==> config.mk <==
export PLATFORM = sky130hd
export DESIGN_NAME = slpwk_ctrl
export DESIGN_NICKNAME = d
export VERILOG_FILES = /design/src/include/slpwk_pkg.sv /design/src/hw/slpwk_ctrl.sv
export SDC_FILE = /design/constraint.sdc
export NUM_CORES = 1
export LEC_CHECK = 0
export BUFFER_PORTS_ARGS = -buffer_cell sky130_fd_sc_hd__buf_2
export CORE_ASPECT_RATIO = 1.5
export CORE_MARGIN = 2
export CORE_UTILIZATION = 51
export DETAILED_ROUTE_END_ITERATION = 16
export GPL_ROUTABILITY_DRIVEN = 0
export PLACE_DENSITY = 0.76
export SYNTH_ARGS = -nofsm -noshare
export SYNTH_HDL_FRONTEND = slang
export SYNTH_SLANG_ARGS = --single-unit
export TNS_END_PERCENT = 50
==> constraint.sdc <==
create_clock -name clk -period 2.8 [get_ports clk]
set_clock_uncertainty 0.2 [all_clocks]
set_input_delay 0.14 -clock clk [delete_from_list [all_inputs] [get_ports clk]]
set_output_delay 0.14 -clock clk [all_outputs]
set_load 0.01 [all_outputs]
==> src/include/slpwk_pkg.sv <==
// Purpose: Shared constants and types for the sleep and wake-up controller
// Assumes: One 20 MHz clock that is also the oscillator period reference
// Notes:   All offsets, field positions and timing figures live here

package slpwk_pkg;

  // ****************************************
  // Register map
  // ****************************************
  localparam logic [13:0] ADDR_OPTION = 14'h0081;
  localparam logic [13:0] ADDR_CONFIG = 14'h2007;
  localparam logic [13:0] ADDR_STATUS = 14'h0003;

  // Option register fields
  localparam int OPT_PSA    = 3;
  localparam int OPT_PS_MSB = 2;
  localparam int OPT_PS_LSB = 0;
  localparam logic [7:0] OPTION_RESET = 8'hFF;

  // Configuration word fields
  localparam int CFG_CP_HI = 5;
  localparam int CFG_CP_LO = 4;
  localparam int CFG_WATCHDOG_ENABLE_CFG  = 2;
  localparam int CFG_OSC_HI = 1;
  localparam int CFG_OSC_LO = 0;
  localparam logic [7:0] CONFIG_MASK  = 8'h7F;
  localparam logic [7:0] CONFIG_RESET = 8'h7F;
  localparam logic [1:0] OSC_MODE_RC  = 2'h3;

  // Status bits
  localparam int STAT_PD = 3;
  localparam int STAT_TO = 4;

  // ****************************************
  // Interrupt sources
  // ****************************************
  localparam int IRQ_N = 10;
  // 0 ext pin, 1 port change, 2 timer1 async, 3 serial start/stop, 4 serial slave,
  // 5 capture, 6 parallel slave, 7 conversion on RC clock, 8 sync-slave usart, 9 timer0
  localparam logic [IRQ_N-1:0] WAKE_MASK = 10'h1FF;
  localparam logic [13:0] IRQ_VECTOR = 14'h0004;

  // ****************************************
  // Timing
  // ****************************************
  localparam int CLK_HZ     = 20_000_000;
  localparam int OSC_HZ     = 20_000_000;
  localparam int OST_TOSC   = 1024;
  localparam int OST_CYCLES = OST_TOSC * (CLK_HZ / OSC_HZ);
  localparam int WDT_MS     = 18;
  localparam int WDT_CYCLES_DOC = WDT_MS * (CLK_HZ / 1000);
  localparam int WDT_W      = 19;
  localparam int OST_W      = 11;

  // ****************************************
  // Serial program/verify
  // ****************************************
  localparam int CMD_BITS  = 6;
  localparam int DATA_BITS = 14;
  localparam logic [5:0] CMD_LOAD = 6'h02;
  localparam logic [5:0] CMD_READ = 6'h04;
  localparam logic [5:0] CMD_INC  = 6'h06;
  localparam logic [13:0] ID_BASE  = 14'h2000;
  localparam logic [13:0] PC_START = 14'h0000;
  localparam int ID_N = 4;

  typedef enum logic [1:0] {ST_RUN, ST_SLEEP, ST_OST} slpwk_state_t;
  typedef enum logic [1:0] {PH_CMD, PH_LOAD, PH_READ} slpwk_phase_t;

endpackage
==> src/hw/slpwk_ctrl.sv <==
// Purpose: Power-down entry, wake-up, watchdog and serial program/verify entry
// Assumes: All inputs synchronous to clk; the sequencer supplies instruction pulses
// Notes:   Operation
// Operation
// - Watchdog clear zeroes prescaler, keeps assignment
// - Only sleep instruction enters power-down
// - Sleep clears watchdog and power-down flag, sets expiry flag, stops oscillator
// - Ports hold drive state while asleep
// - Wake on clear, watchdog, or interrupt
// - Master clear resets; others resume execution
// - Power-down flag set at power-up
// - Watchdog expiry clears expiry flag
// - Only listed peripherals may wake
// - Phase-clocked peripherals silent during sleep
// - Sleep prefetches following instruction
// - Individual enable gates wake, global ignored
// - After wake, vector only if global enabled
// - Pending interrupt makes sleep a no-op
// - Late interrupt: finish sleep, then wake
// - Crystal modes wait 1024 periods on wake
// - Readout allowed when code unprotected
// - ID words only in program/verify mode
// - Low clock/data at high voltage enters programming
// - Six-bit command then fourteen data bits
// - Expiry resets when running, wakes when asleep
// - Enable bit clear disables watchdog entirely
//
// Our own choice: the address-and-strobe port.
`timescale 1ns/100ps

module slpwk_ctrl
  import slpwk_pkg::*;
#(
  parameter int WDT_CYCLES = WDT_CYCLES_DOC
) (
  input  wire logic             clk,
  input  wire logic             reset,
  input  wire logic [13:0]      bus_addr,
  input  wire logic [7:0]       bus_wdata,
  input  wire logic             bus_we,
  input  wire logic             bus_re,
  output logic      [7:0]       bus_rdata,
  input  wire logic             sleep_exec,
  input  wire logic             watchdog_clear_instruction,
  input  wire logic [IRQ_N-1:0] irq_flag,
  input  wire logic [IRQ_N-1:0] irq_enable,
  input  wire logic             global_irq_enable,
  input  wire logic             master_clear_pin_n,
  input  wire logic             programming_voltage_level,
  input  wire logic [7:0]       port_out_core,
  input  wire logic [7:0]       port_oe_core,
  output logic      [7:0]       port_out,
  output logic      [7:0]       port_oe,
  output logic                  osc_driver_en,
  output logic                  in_sleep,
  output logic                  fetch_next,
  output logic                  wake_resume,
  output logic                  irq_vector_req,
  output logic      [13:0]      vector_addr,
  output logic                  device_reset,
  output logic                  wdt_reset_req,
  output logic                  power_down_flag,
  output logic                  expiry_flag,
  output logic                  prog_mode,
  input  wire logic             prog_clock_pin,
  input  wire logic             prog_data_pin,
  output logic                  prog_data_out,
  output logic                  prog_data_oe,
  output logic      [13:0]      prog_mem_addr,
  input  wire logic [13:0]      prog_mem_rdata,
  output logic      [13:0]      prog_mem_wdata,
  output logic                  prog_mem_we
);

  // ****************************************
  // Declarations
  // ****************************************
  slpwk_state_t   state;
  slpwk_phase_t   phase;
  logic [7:0]     option_reg;
  logic [7:0]     config_reg;
  logic [WDT_W-1:0] wdt_cnt;
  logic [7:0]     pre_cnt;
  logic [7:0]     pre_limit;
  logic [OST_W-1:0] ost_cnt;
  logic [OST_W-1:0] ost_len;
  logic           wdt_enabled;
  logic           wdt_tick;
  logic           wdt_expire;
  logic           prescaler_assign;
  logic           pending;
  logic           wake_irq;
  logic           sleep_take;
  logic           rc_mode;
  logic           irq_woke;
  logic           master_clear_pin_active;
  logic           clk_prev;
  logic           vpp_prev;
  logic           pin_fall;
  logic           pin_rise;
  logic [5:0]     cmd_sh;
  logic [5:0]     next_cmd;
  logic [13:0]    dat_sh;
  logic [13:0]    next_dat;
  logic [13:0]    rd_sh;
  logic [13:0]    rd_value;
  logic [4:0]     bit_cnt;
  logic           prog_cfg_we;
  logic           prog_id_we;
  logic [13:0]    id_word [ID_N];
  logic           is_id;

  assign wdt_enabled = config_reg[CFG_WATCHDOG_ENABLE_CFG];
  assign prescaler_assign         = option_reg[OPT_PSA];
  assign rc_mode     = config_reg[CFG_OSC_HI:CFG_OSC_LO] == OSC_MODE_RC;
  assign master_clear_pin_active = !master_clear_pin_n && !prog_mode;
  assign pending     = |(irq_flag & irq_enable);
  assign wake_irq    = |(irq_flag & irq_enable & WAKE_MASK);
  assign sleep_take  = (state == ST_RUN) && sleep_exec && !pending;
  assign in_sleep    = state == ST_SLEEP;
  assign osc_driver_en = state != ST_SLEEP;
  assign vector_addr = IRQ_VECTOR;
  assign device_reset = master_clear_pin_active;

  // ****************************************
  // Register bus
  // ****************************************
  // Option and configuration writes; programmer may also write config
  always_ff @(posedge clk) begin
    if (reset) begin
      option_reg <= OPTION_RESET;
      config_reg <= CONFIG_RESET;
    end else begin
      if (bus_we && bus_addr == ADDR_OPTION) begin
        option_reg <= bus_wdata;
      end
      if (bus_we && bus_addr == ADDR_CONFIG) begin
        config_reg <= bus_wdata & CONFIG_MASK;
      end else if (prog_cfg_we) begin
        config_reg <= next_dat[7:0] & CONFIG_MASK;
      end
    end
  end

  // Read data one cycle after the strobe; unmapped reads zero
  always_ff @(posedge clk) begin
    if (reset) begin
      bus_rdata <= 8'h00;
    end else if (bus_re) begin
      case (bus_addr)
        ADDR_OPTION: bus_rdata <= option_reg;
        ADDR_CONFIG: bus_rdata <= config_reg;
        ADDR_STATUS: bus_rdata <= 8'((expiry_flag << STAT_TO) | (power_down_flag << STAT_PD));
        default:     bus_rdata <= 8'h00;
      endcase
    end else begin
      bus_rdata <= 8'h00;
    end
  end

  // ****************************************
  // Watchdog and prescaler
  // ****************************************
  assign pre_limit  = 8'((8'h01 << option_reg[OPT_PS_MSB:OPT_PS_LSB]) - 8'h01);
  assign wdt_tick   = wdt_enabled && (wdt_cnt == WDT_W'(WDT_CYCLES - 1));
  assign wdt_expire = wdt_tick && (!prescaler_assign || pre_cnt == pre_limit);

  // Base count and prescaler; clear instruction and sleep restart the count, and the prescaler only when it is assigned
  always_ff @(posedge clk) begin
    if (reset || master_clear_pin_active) begin
      wdt_cnt <= '0;
      pre_cnt <= 8'h00;
    end else if (watchdog_clear_instruction || sleep_take) begin
      wdt_cnt <= '0;
      if (prescaler_assign) begin
        pre_cnt <= 8'h00;
      end
    end else if (!wdt_enabled) begin
      wdt_cnt <= '0;
    end else if (wdt_tick) begin
      wdt_cnt <= '0;
      pre_cnt <= wdt_expire ? 8'h00 : 8'(pre_cnt + 8'h01);
    end else begin
      wdt_cnt <= WDT_W'(wdt_cnt + 1'b1);
    end
  end

  // ****************************************
  // Power state sequencing
  // ****************************************
  // Run, sleep and oscillator start-up wait
  always_ff @(posedge clk) begin
    if (reset || master_clear_pin_active) begin
      state    <= ST_RUN;
      ost_cnt  <= '0;
      irq_woke <= 1'b0;
    end else begin
      case (state)
        ST_RUN: begin
          if (sleep_take) begin
            state <= ST_SLEEP;
          end
        end
        ST_SLEEP: begin
          if (wdt_expire || wake_irq) begin
            irq_woke <= wake_irq && !wdt_expire;
            ost_cnt  <= '0;
            state    <= rc_mode ? ST_RUN : ST_OST;
          end
        end
        ST_OST: begin
          if (ost_cnt == OST_W'(OST_CYCLES - 1)) begin
            state <= ST_RUN;
          end else begin
            ost_cnt <= OST_W'(ost_cnt + 1'b1);
          end
        end
        default: state <= ST_RUN;
      endcase
    end
  end

  // Resume, vector, prefetch and watchdog reset pulses
  always_ff @(posedge clk) begin
    if (reset || master_clear_pin_active) begin
      wake_resume    <= 1'b0;
      irq_vector_req <= 1'b0;
      fetch_next     <= 1'b0;
      wdt_reset_req  <= 1'b0;
    end else begin
      wake_resume <= (state == ST_OST && ost_cnt == OST_W'(OST_CYCLES - 1)) ||
                     (state == ST_SLEEP && rc_mode && (wdt_expire || wake_irq));
      irq_vector_req <= global_irq_enable &&
                        ((state == ST_OST && ost_cnt == OST_W'(OST_CYCLES - 1) && irq_woke) ||
                         (state == ST_SLEEP && rc_mode && wake_irq && !wdt_expire));
      fetch_next    <= (state == ST_RUN) && sleep_exec;
      wdt_reset_req <= (state == ST_RUN) && wdt_expire;
    end
  end

  // Status flags; the watchdog expiry beats a sleep in the same cycle
  always_ff @(posedge clk) begin
    if (reset) begin
      power_down_flag <= 1'b1;
      expiry_flag     <= 1'b1;
    end else if (wdt_expire) begin
      expiry_flag <= 1'b0;
    end else if (sleep_take) begin
      power_down_flag <= 1'b0;
      expiry_flag     <= 1'b1;
    end
  end

  // Port drive frozen while asleep
  always_ff @(posedge clk) begin
    if (reset) begin
      port_out <= 8'h00;
      port_oe  <= 8'h00;
    end else if (state != ST_SLEEP) begin
      port_out <= port_out_core;
      port_oe  <= port_oe_core;
    end
  end

  // ****************************************
  // Serial program/verify
  // ****************************************
  assign pin_fall = clk_prev && !prog_clock_pin;
  assign pin_rise = !clk_prev && prog_clock_pin;
  assign next_cmd = {prog_data_pin, cmd_sh[5:1]};
  assign next_dat = {prog_data_pin, dat_sh[13:1]};
  assign is_id    = prog_mem_addr[13:2] == ID_BASE[13:2];
  assign prog_cfg_we = prog_mode && phase == PH_LOAD && pin_fall &&
                       bit_cnt == 5'(DATA_BITS - 1) && prog_mem_addr == ADDR_CONFIG;
  assign prog_id_we  = prog_mode && phase == PH_LOAD && pin_fall &&
                       bit_cnt == 5'(DATA_BITS - 1) && is_id;

  // Readout value; array gated by code protection
  always_comb begin
    if (prog_mem_addr < ID_BASE) begin
      rd_value = (config_reg[CFG_CP_HI] && config_reg[CFG_CP_LO]) ?
                 prog_mem_rdata : 14'h0000;
    end else if (is_id) begin
      rd_value = id_word[prog_mem_addr[1:0]];
    end else if (prog_mem_addr == ADDR_CONFIG) begin
      rd_value = {6'h00, config_reg};
    end else begin
      rd_value = 14'h0000;
    end
  end

  // Mode entry, command and data shifting
  always_ff @(posedge clk) begin
    if (reset) begin
      prog_mode     <= 1'b0;
      phase         <= PH_CMD;
      clk_prev      <= 1'b0;
      vpp_prev      <= 1'b0;
      cmd_sh        <= 6'h00;
      dat_sh        <= 14'h0000;
      rd_sh         <= 14'h0000;
      bit_cnt       <= 5'h00;
      prog_data_out <= 1'b0;
      prog_data_oe  <= 1'b0;
      prog_mem_addr <= PC_START;
      prog_mem_wdata <= 14'h0000;
      prog_mem_we   <= 1'b0;
    end else begin
      clk_prev    <= prog_clock_pin;
      vpp_prev    <= programming_voltage_level;
      prog_mem_we <= 1'b0;
      if (!programming_voltage_level) begin
        prog_mode    <= 1'b0;
        prog_data_oe <= 1'b0;
      end else if (!vpp_prev && !prog_clock_pin && !prog_data_pin) begin
        prog_mode     <= 1'b1;
        phase         <= PH_CMD;
        bit_cnt       <= 5'h00;
        prog_mem_addr <= PC_START;
      end else if (prog_mode) begin
        case (phase)
          PH_CMD: begin
            if (pin_fall) begin
              cmd_sh  <= next_cmd;
              bit_cnt <= 5'(bit_cnt + 5'h01);
              if (bit_cnt == 5'(CMD_BITS - 1)) begin
                bit_cnt <= 5'h00;
                case (next_cmd)
                  CMD_LOAD: phase <= PH_LOAD;
                  CMD_READ: begin
                    phase        <= PH_READ;
                    rd_sh        <= rd_value;
                    prog_data_oe <= 1'b1;
                  end
                  CMD_INC:  prog_mem_addr <= 14'(prog_mem_addr + 14'h0001);
                  default:  phase <= PH_CMD;
                endcase
              end
            end
          end
          PH_LOAD: begin
            if (pin_fall) begin
              dat_sh  <= next_dat;
              bit_cnt <= 5'(bit_cnt + 5'h01);
              if (bit_cnt == 5'(DATA_BITS - 1)) begin
                bit_cnt        <= 5'h00;
                phase          <= PH_CMD;
                prog_mem_wdata <= next_dat;
                prog_mem_we    <= prog_mem_addr < ID_BASE;
              end
            end
          end
          PH_READ: begin
            if (pin_rise) begin
              prog_data_out <= rd_sh[0];
              rd_sh         <= {1'b0, rd_sh[13:1]};
              bit_cnt       <= 5'(bit_cnt + 5'h01);
            end else if (pin_fall && bit_cnt == 5'(DATA_BITS)) begin
              bit_cnt      <= 5'h00;
              prog_data_oe <= 1'b0;
              phase        <= PH_CMD;
            end
          end
          default: phase <= PH_CMD;
        endcase
      end
    end
  end

  // Identification words, reachable only from the programmer
  for (genvar i = 0; i < ID_N; i++) begin : g_id
    always_ff @(posedge clk) begin
      if (reset) begin
        id_word[i] <= 14'h0000;
      end else if (prog_id_we && prog_mem_addr[1:0] == 2'(i)) begin
        id_word[i] <= next_dat;
      end
    end
  end

  // ****************************************
  // Assertions
  // ****************************************
  // Helper count of start-up wait cycles, independent of the state counter
  always_ff @(posedge clk) begin
    if (reset || master_clear_pin_active || state != ST_OST) begin
      ost_len <= '0;
    end else begin
      ost_len <= OST_W'(ost_len + 1'b1);
    end
  end

  a_sleep_entry_only: assert property (@(posedge clk) disable iff (reset)
    $rose(in_sleep) |-> $past(sleep_exec))
    else $error("power-down entered without sleep instruction");

  a_sleep_sets_flags: assert property (@(posedge clk) disable iff (reset)
    sleep_take && !wdt_expire && !master_clear_pin_active |-> ##1 !power_down_flag && expiry_flag
      && wdt_cnt == '0 && !osc_driver_en)
    else $error("sleep did not clear watchdog or set flags");

  a_pending_nop: assert property (@(posedge clk) disable iff (reset)
    state == ST_RUN && sleep_exec && pending && !wdt_expire && !master_clear_pin_active
      |-> ##1 state == ST_RUN && power_down_flag == $past(power_down_flag))
    else $error("sleep with pending interrupt was not a no-op");

  a_ports_frozen: assert property (@(posedge clk) disable iff (reset)
    in_sleep && $past(in_sleep) |-> $stable(port_out) && $stable(port_oe))
    else $error("port drive changed during power-down");

  a_wdt_wakes: assert property (@(posedge clk) disable iff (reset)
    in_sleep && wdt_expire && !master_clear_pin_active |-> ##1 !in_sleep && !expiry_flag && !wdt_reset_req)
    else $error("watchdog expiry did not wake cleanly");

  a_wdt_resets_run: assert property (@(posedge clk) disable iff (reset)
    state == ST_RUN && wdt_expire && !master_clear_pin_active |-> ##1 wdt_reset_req && !expiry_flag)
    else $error("running watchdog expiry did not reset");

  a_wdt_disabled: assert property (@(posedge clk) disable iff (reset)
    !wdt_enabled |-> !wdt_expire && !wdt_reset_req)
    else $error("disabled watchdog expired");

  a_watchdog_clear_instruction_prescale: assert property (@(posedge clk) disable iff (reset)
    watchdog_clear_instruction && prescaler_assign && !bus_we |-> ##1 pre_cnt == 8'h00 && prescaler_assign)
    else $error("watchdog clear left prescaler count");

  a_masked_stays: assert property (@(posedge clk) disable iff (reset)
    in_sleep && !wake_irq && !wdt_expire && !master_clear_pin_active |-> ##1 in_sleep)
    else $error("woke without enabled wake source");

  a_ost_wait: assert property (@(posedge clk) disable iff (reset || master_clear_pin_active)
    wake_resume && $past(state == ST_OST) |-> $past(ost_len) == OST_W'(OST_CYCLES - 1))
    else $error("oscillator start-up wait has the wrong length");

  a_vector_gie: assert property (@(posedge clk) disable iff (reset)
    irq_vector_req |-> wake_resume && $past(global_irq_enable))
    else $error("vector requested without global enable");

  a_prog_entry: assert property (@(posedge clk) disable iff (reset)
    $rose(prog_mode) |-> $past(!prog_clock_pin && !prog_data_pin && programming_voltage_level)
      && prog_mem_addr == PC_START)
    else $error("program mode entered without low clock and data");

endmodule

; ---- After elaboration in Yosys (flattened, before gate mapping)
; Memory sizes are Yosys's and may differ from the RTL's. A register that Yosys moved wholly into a read port is not among the register bits.
; Index checks and enable logic that the tools add are counted.
; Widths: inputs -> output; s select.
[word_totals]
ramBits = 56
regBits = 161
mem_count = 1
elab_cells = 254
[memory_table]
columns = memory, words, width, rd, rd_clocked_by_memory_dff, write_ports, line
row1 = id_word, 4, 14, 1, 1, 4, slpwk_ctrl.sv:110  ; logic [13:0] id_word [ID_N];
[classes]
order_cmp = 1
shift = 1
n_mux = 78
n_eq_ne = 42
n_bitwise = 15
add_sub_neg = 6
n_reduce_logical = 81
[ops]
columns = cell, n
row1 = $mux 14, 17
row2 = $mux 5, 8
row3 = $mux 8, 5
row4 = $logic_and 1x1->1, 31
row5 = $eq 14x14->1 const B, 2
row6 = $mux 2, 14
row7 = $pmux 14 s2, 1
row8 = $pmux 8 s3, 1
row9 = $mux 11, 2
row10 = $pmux 11 s2, 1
row11 = $reduce_bool 2->1, 11
row12 = $mux 1, 21
row13 = $mux 7, 3
row14 = $add 19x1->19 const B, 1
row15 = $eq 19x19->1 const B, 1
row16 = $ne 2x2->1 const B, 9
row17 = $pmux 2 s3, 3
row18 = $reduce_and 6->1, 3
row19 = $reduce_and 8->1, 2
row20 = $ne 3x3->1 const B, 5
row21 = $pmux 5 s3, 1
row22 = $reduce_and 5->1, 3
row23 = $add 14x1->14 const B, 1
row24 = $eq 14x2->1 const B, 1
row25 = other kinds (37), 77

; ---- Longest topological paths before layout
[depth]
depth_word = 10
mapped_depth = 12
depth_no_buf = 9

; ---- Least setup slack after synthesis
; No wires, ideal clock.
[synth_path]
kind = reg2reg
startpoint = reg option_reg[0]
endpoint = reg ost_cnt[1]
arrival_time_ps = 2726
path_slack_ps = -268
t_required_ps = 2458
stages_incl_launch_ff = 12
path_buffers = 3
path_cell_list = dfxtp_1 -> clkbuf_1 -> or3_1 -> ha_1 -> clkbuf_1 -> or4b_1 -> o211ai_1 -> xor2_1 -> or3_1 -> nand2_1 -> clkbuf_1 -> o22ai_1
[synth_between]
elab_chain_cells = 8
[synth_rtl]
columns = element, line
row1 = "start, declared", slpwk_ctrl.sv:80  ; logic [7:0] option_reg;
row2 = "start signal, assigned", slpwk_ctrl.sv:135  ; option_reg <= bus_wdata;
row3 = $shl 1x3->8, slpwk_ctrl.sv:164  ; assign pre_limit = 8'((8'h01 << option_reg[OPT_PS_MSB:OPT_PS_LSB]) - 8'h01);
row4 = $sub 8x1->8, slpwk_ctrl.sv:164
row5 = $eq 8x8->1, slpwk_ctrl.sv:166  ; assign wdt_expire = wdt_tick && (!prescaler_assign || pre_cnt == pre_limit);
row6 = $logic_or 1x1->1, slpwk_ctrl.sv:166
row7 = $logic_and 1x1->1, slpwk_ctrl.sv:166
row8 = $logic_or 1x1->1, slpwk_ctrl.sv:205  ; if (wdt_expire || wake_irq) begin
row9 = $ne 2x1->1 (no line), -
row10 = $reduce_and 3->1 (no line), -
row11 = "end signal, assigned", slpwk_ctrl.sv:215  ; ost_cnt <= OST_W'(ost_cnt + 1'b1);
row12 = "end, declared", slpwk_ctrl.sv:85  ; logic [OST_W-1:0] ost_cnt;
; No other way between the ends.
; A chain may end at the register's enable or synchronous reset.

; ---- Final worst setup path
[layout_path]
startpoint = reg option_reg[1]
endpoint = reg pre_cnt[6]
[layout_between]
elab_chain_cells = 9
[layout_rtl]
columns = element, line
row1 = $shl 1x3->8, slpwk_ctrl.sv:164
row2 = $sub 8x1->8, slpwk_ctrl.sv:164
row3 = $eq 8x8->1, slpwk_ctrl.sv:166
row4 = $logic_or 1x1->1, slpwk_ctrl.sv:166
row5 = $logic_and 1x1->1, slpwk_ctrl.sv:166
row6 = $mux 8, slpwk_ctrl.sv:182  ; pre_cnt <= wdt_expire ? 8'h00 : 8'(pre_cnt + 8'h01);
row7 = $mux 8, slpwk_ctrl.sv:180  ; end else if (wdt_tick) begin
row8 = $mux 8, slpwk_ctrl.sv:178  ; end else if (!wdt_enabled) begin
row9 = $mux 8, slpwk_ctrl.sv:173  ; end else if (watchdog_clear_instruction || sleep_take) begin
row10 = "end signal, assigned", slpwk_ctrl.sv:182
row11 = "end, declared", slpwk_ctrl.sv:83  ; logic [7:0] pre_cnt;
; No other way between the ends. The select of a mux whose other input is x is not followed.

==> out/results.txt <==
Reg-to-Reg Start -> option_reg[1]
Comb pwr share -> 0.057
Most frequent cell after synthesis -> dfxtp_1
Setup TNS -> 0 ps
Int Power -> 0.00497 W
Cts bufs inserted -> 21
Synth top area share -> 0.325
DRC -> 0
Max incr delay on CP -> 460 ps
Peak VDD IR -> 0.421 mV
Final instance count without filler cells -> 1,529
GR Overflow Total -> 0
Dpl cells -> 1,424
Synth area leaders -> dfxtp_1, edfxtp_1, nand2_1, and3_1, a21oi_1
Reg clk slew, reported paths -> 70 ps
WP data required -> 2960 ps
Initial antenna violation count -> 0
Regs by FF count -> id_word x56, wdt_cnt x19
Worst-case reg-to-reg path depth -> 9
Leakage -> 4.97 nW
Area grow syn2layout -> 25.1%
Final Max Tran Viols -> 0
Max-cap violations -> 0
First-pass GRT wire length -> 41.7 mm
Largest area contributor in the netlist -> dfxtp_1
Status -> completed
Setup Crit Path Kind -> reg -> reg
Clk buf depth -> 3
Slew HR -> 0.406
Part of the cycle the worst path needs -> 0.948
Layout Nets -> 1,356
Via count -> 8,560
DR vias/cell -> 5.60
WL per Instance -> 16.6 um
CTS tree -> yes
Final ANT Viol Nets -> 0
Routed wire length -> 25.3 mm
Fillcell total -> 1,514
Hold Crit Depth -> 4
Largest Register -> id_word
Number of synthesized flops with an enable pin -> 56
Vias in the first global route -> 8,661
Final Critical Period -> 2650 ps
Clock Power Share -> 0.425
DR iter-0 viols -> 490
Max FFs per register -> 56
Largest net degree at the start of global routing -> 57
RR Endpoint -> pre_cnt[6]
H-tree levels -> 1
Top_reg_cell synth -> dfxtp_1
Register area share after synthesis -> 0.494
WHS Endpoint -> rd_sh[3]
Unrepaired setup endpoints after global routing -> false
Root Buffer -> clkbuf_16
Die height -> 175 um
Startpoint types -> flop
WP data arrival -> 2820 ps
Clock Sinks -> 217
Switching power -> 0.00137 W
Worst-skew pair later-pin latency -> 500 ps
Hold Vio Cnt, Final -> 0
Top cells by instance count after synthesis -> dfxtp_1, nand2_1, nor2_1
1st-pass router iterations -> 5
Worst min path class -> in -> reg
CP max FO -> 11
Post-Syn Instances -> 1,038
Pre-CTS WS -> 98.4 ps
CP Cell Sequence -> or3_4, ha_4, or4b_1, o211ai_1, xor2_1, o31a_1, buf_4, a32oi_1, o21ai_1
Rows -> 62
Starting Density -> 0.520
Core area -> 19,100 um2
Total GRT Usage -> 0.243
CP endpoint kind -> flop
Async SR Flop Fraction -> 0
I/O Pins -> 162
Synthesized flop and latch total -> 217
HPWL after DPL -> 17.1 mm
Pwr Density -> 511 nW/um2
PortBufs -> 147
Sw frac -> 0.217
R2R setup slack -> 150 ps
Share of layout cells above drive strength 1 -> 0.205
Seq pwr share -> 0.519
Die area -> 20,600 um2
Slew @ Worst Pin -> 887 ps
Die X -> 118 um
Unique cell type count in the Yosys netlist -> 74
Synth Warn # -> 0
Hold path start -> prog_mem_rdata[3]
Fmax -> 377 MHz
Slowest library cell on the worst path -> or4b_1
Syn avg cell area -> 9.56 um2
Synthesized area -> 9920 um2
Post-route setup slack -> 146 ps
Final setup violation count -> 0
Antenna cells -> 0
[cell usage in the layout (no fill, tap or decap), types with 14 or more instances in the layout]
master | synthesis | routed
nand2_1 | 146 | 145
edfxtp_1 | 56 | 56
nor2_1 | 88 | 87
nand3_1 | 57 | 57
conb_1 | 2 | 14
mux2i_1 | 15 | 15
xor2_1 | 17 | 17
and3_1 | 70 | 70
xnor2_1 | 31 | 31
a22oi_1 | 15 | 15
dfxtp_1 | 161 | 160
dlygate4sd3_1 | 0 | 68
mux4_2 | 14 | 14
clkbuf_16 | 0 | 21
a21oi_1 | 67 | 67
buf_4 | 14 | 40
buf_2 | 3 | 147
nor3_1 | 26 | 25
inv_1 | 16 | 16
[layout make-up]
cell class	count	area (um2)	area share
clock inverter	10	81.3	0.00655
multi-input combinational	745	4720	0.380
timing repair buffer	257	1760	0.142
clock buffer	27	568	0.0458
tap	256	320	0.0258
inverter	17	63.8	0.00514
sequential	217	4910	0.395
[power groups by stage]
stage	Sequential [W]	Combinational [W]	Clock, W
global placement	0.00336	0.000281	0
floorplan	0.00336	0.000159	0
global route	0.00330	0.000388	0.00286
CTS	0.00329	0.000350	0.00273
finish	0.00329	0.000359	0.00270
detailed placement	0.00336	0.000284	0
[worst max-delay path, delay by kind of cell, from the launching register on]
| family | cells | cell delay [ps] |
|---|---|---|
| xor gates and xnor gates | 1 | 100 |
| and+or+nand+nor | 2 | 840 |
| adders and majority gates | 1 | 200 |
| AOI/OAI and AO/OA | 4 | 660 |
| DFF | 1 | 340 |
| buffers and inverters | 1 | 180 |
[stage by stage]
step	power [W]	hold WS [ps]	area (um2)	utilization
6_report	0.00635	11.2	12400	0.651
5_1_grt	0.00654	26.3	12400	0.651
4_1_cts	0.00637	0.906	12400	0.648
3_5_place_dp	0.00364	191	11000	0.579
3_3_place_gp	0.00364	184	11000	0.579
2_1_floorplan	0.00352	68.2	10000	-
[what timing repair did]
item                                    in CTS  in global routing
hold buffers                                68                  0
hold endpoints to repair                    80                  0
endpoints found under the setup margin       0                 19
resized for setup                            0                  8
setup buffers                                0                  0
[kinds of logic (layout without fill, tap and decap cells)]
group                    Yosys count  after routing  share of synthesized area
adder cells (fa/ha/maj)           14             14                     0.0177
XOR/XNOR                          48             48                     0.0424
buffers and inverters             88            311                     0.0405
multiplexers                      30             30                     0.0480
AO/OA/AOI/OAI                    164            164                      0.113
flip-flops                       217            217                      0.494
other                              2             14                   0.000757
AND/OR/NAND/NOR                  475            475                      0.244
[routing by layer]
| layer | track usage | routed length, um | vias to the layer above |
|---|---|---|---|
| li1 | - | - | 4150 |
| met1 | 0.272 | 9750 | 4089 |
| met2 | 0.473 | 13700 | 264 |
| met3 | 0.0251 | 1160 | 57 |
| met4 | 0.0873 | 764 | 0 |
| met5 | 0 | 0 | - |
[how the worst max path moves through the flow]
| stage | startpoint | to | slack [ps] | cells past startpoint |
|---|---|---|---|---|
| 6_report | option_reg[1] | pre_cnt[6] | 150 | 9 |
| 5_1_grt | bit_cnt[0] | rd_sh[4] | 20 | 7 |
| 4_1_cts | option_reg[1] | pre_cnt[2] | 90 | 9 |
| 3_5_place_dp | cmd_sh[5] | rd_sh[4] | 100 | 6 |
| 3_3_place_gp | option_reg[1] | pre_cnt[2] | 180 | 9 |
| 2_1_floorplan | option_reg[0] | pre_cnt[2] | 7 | 11 |
Power figures use the tool's default switching activity.
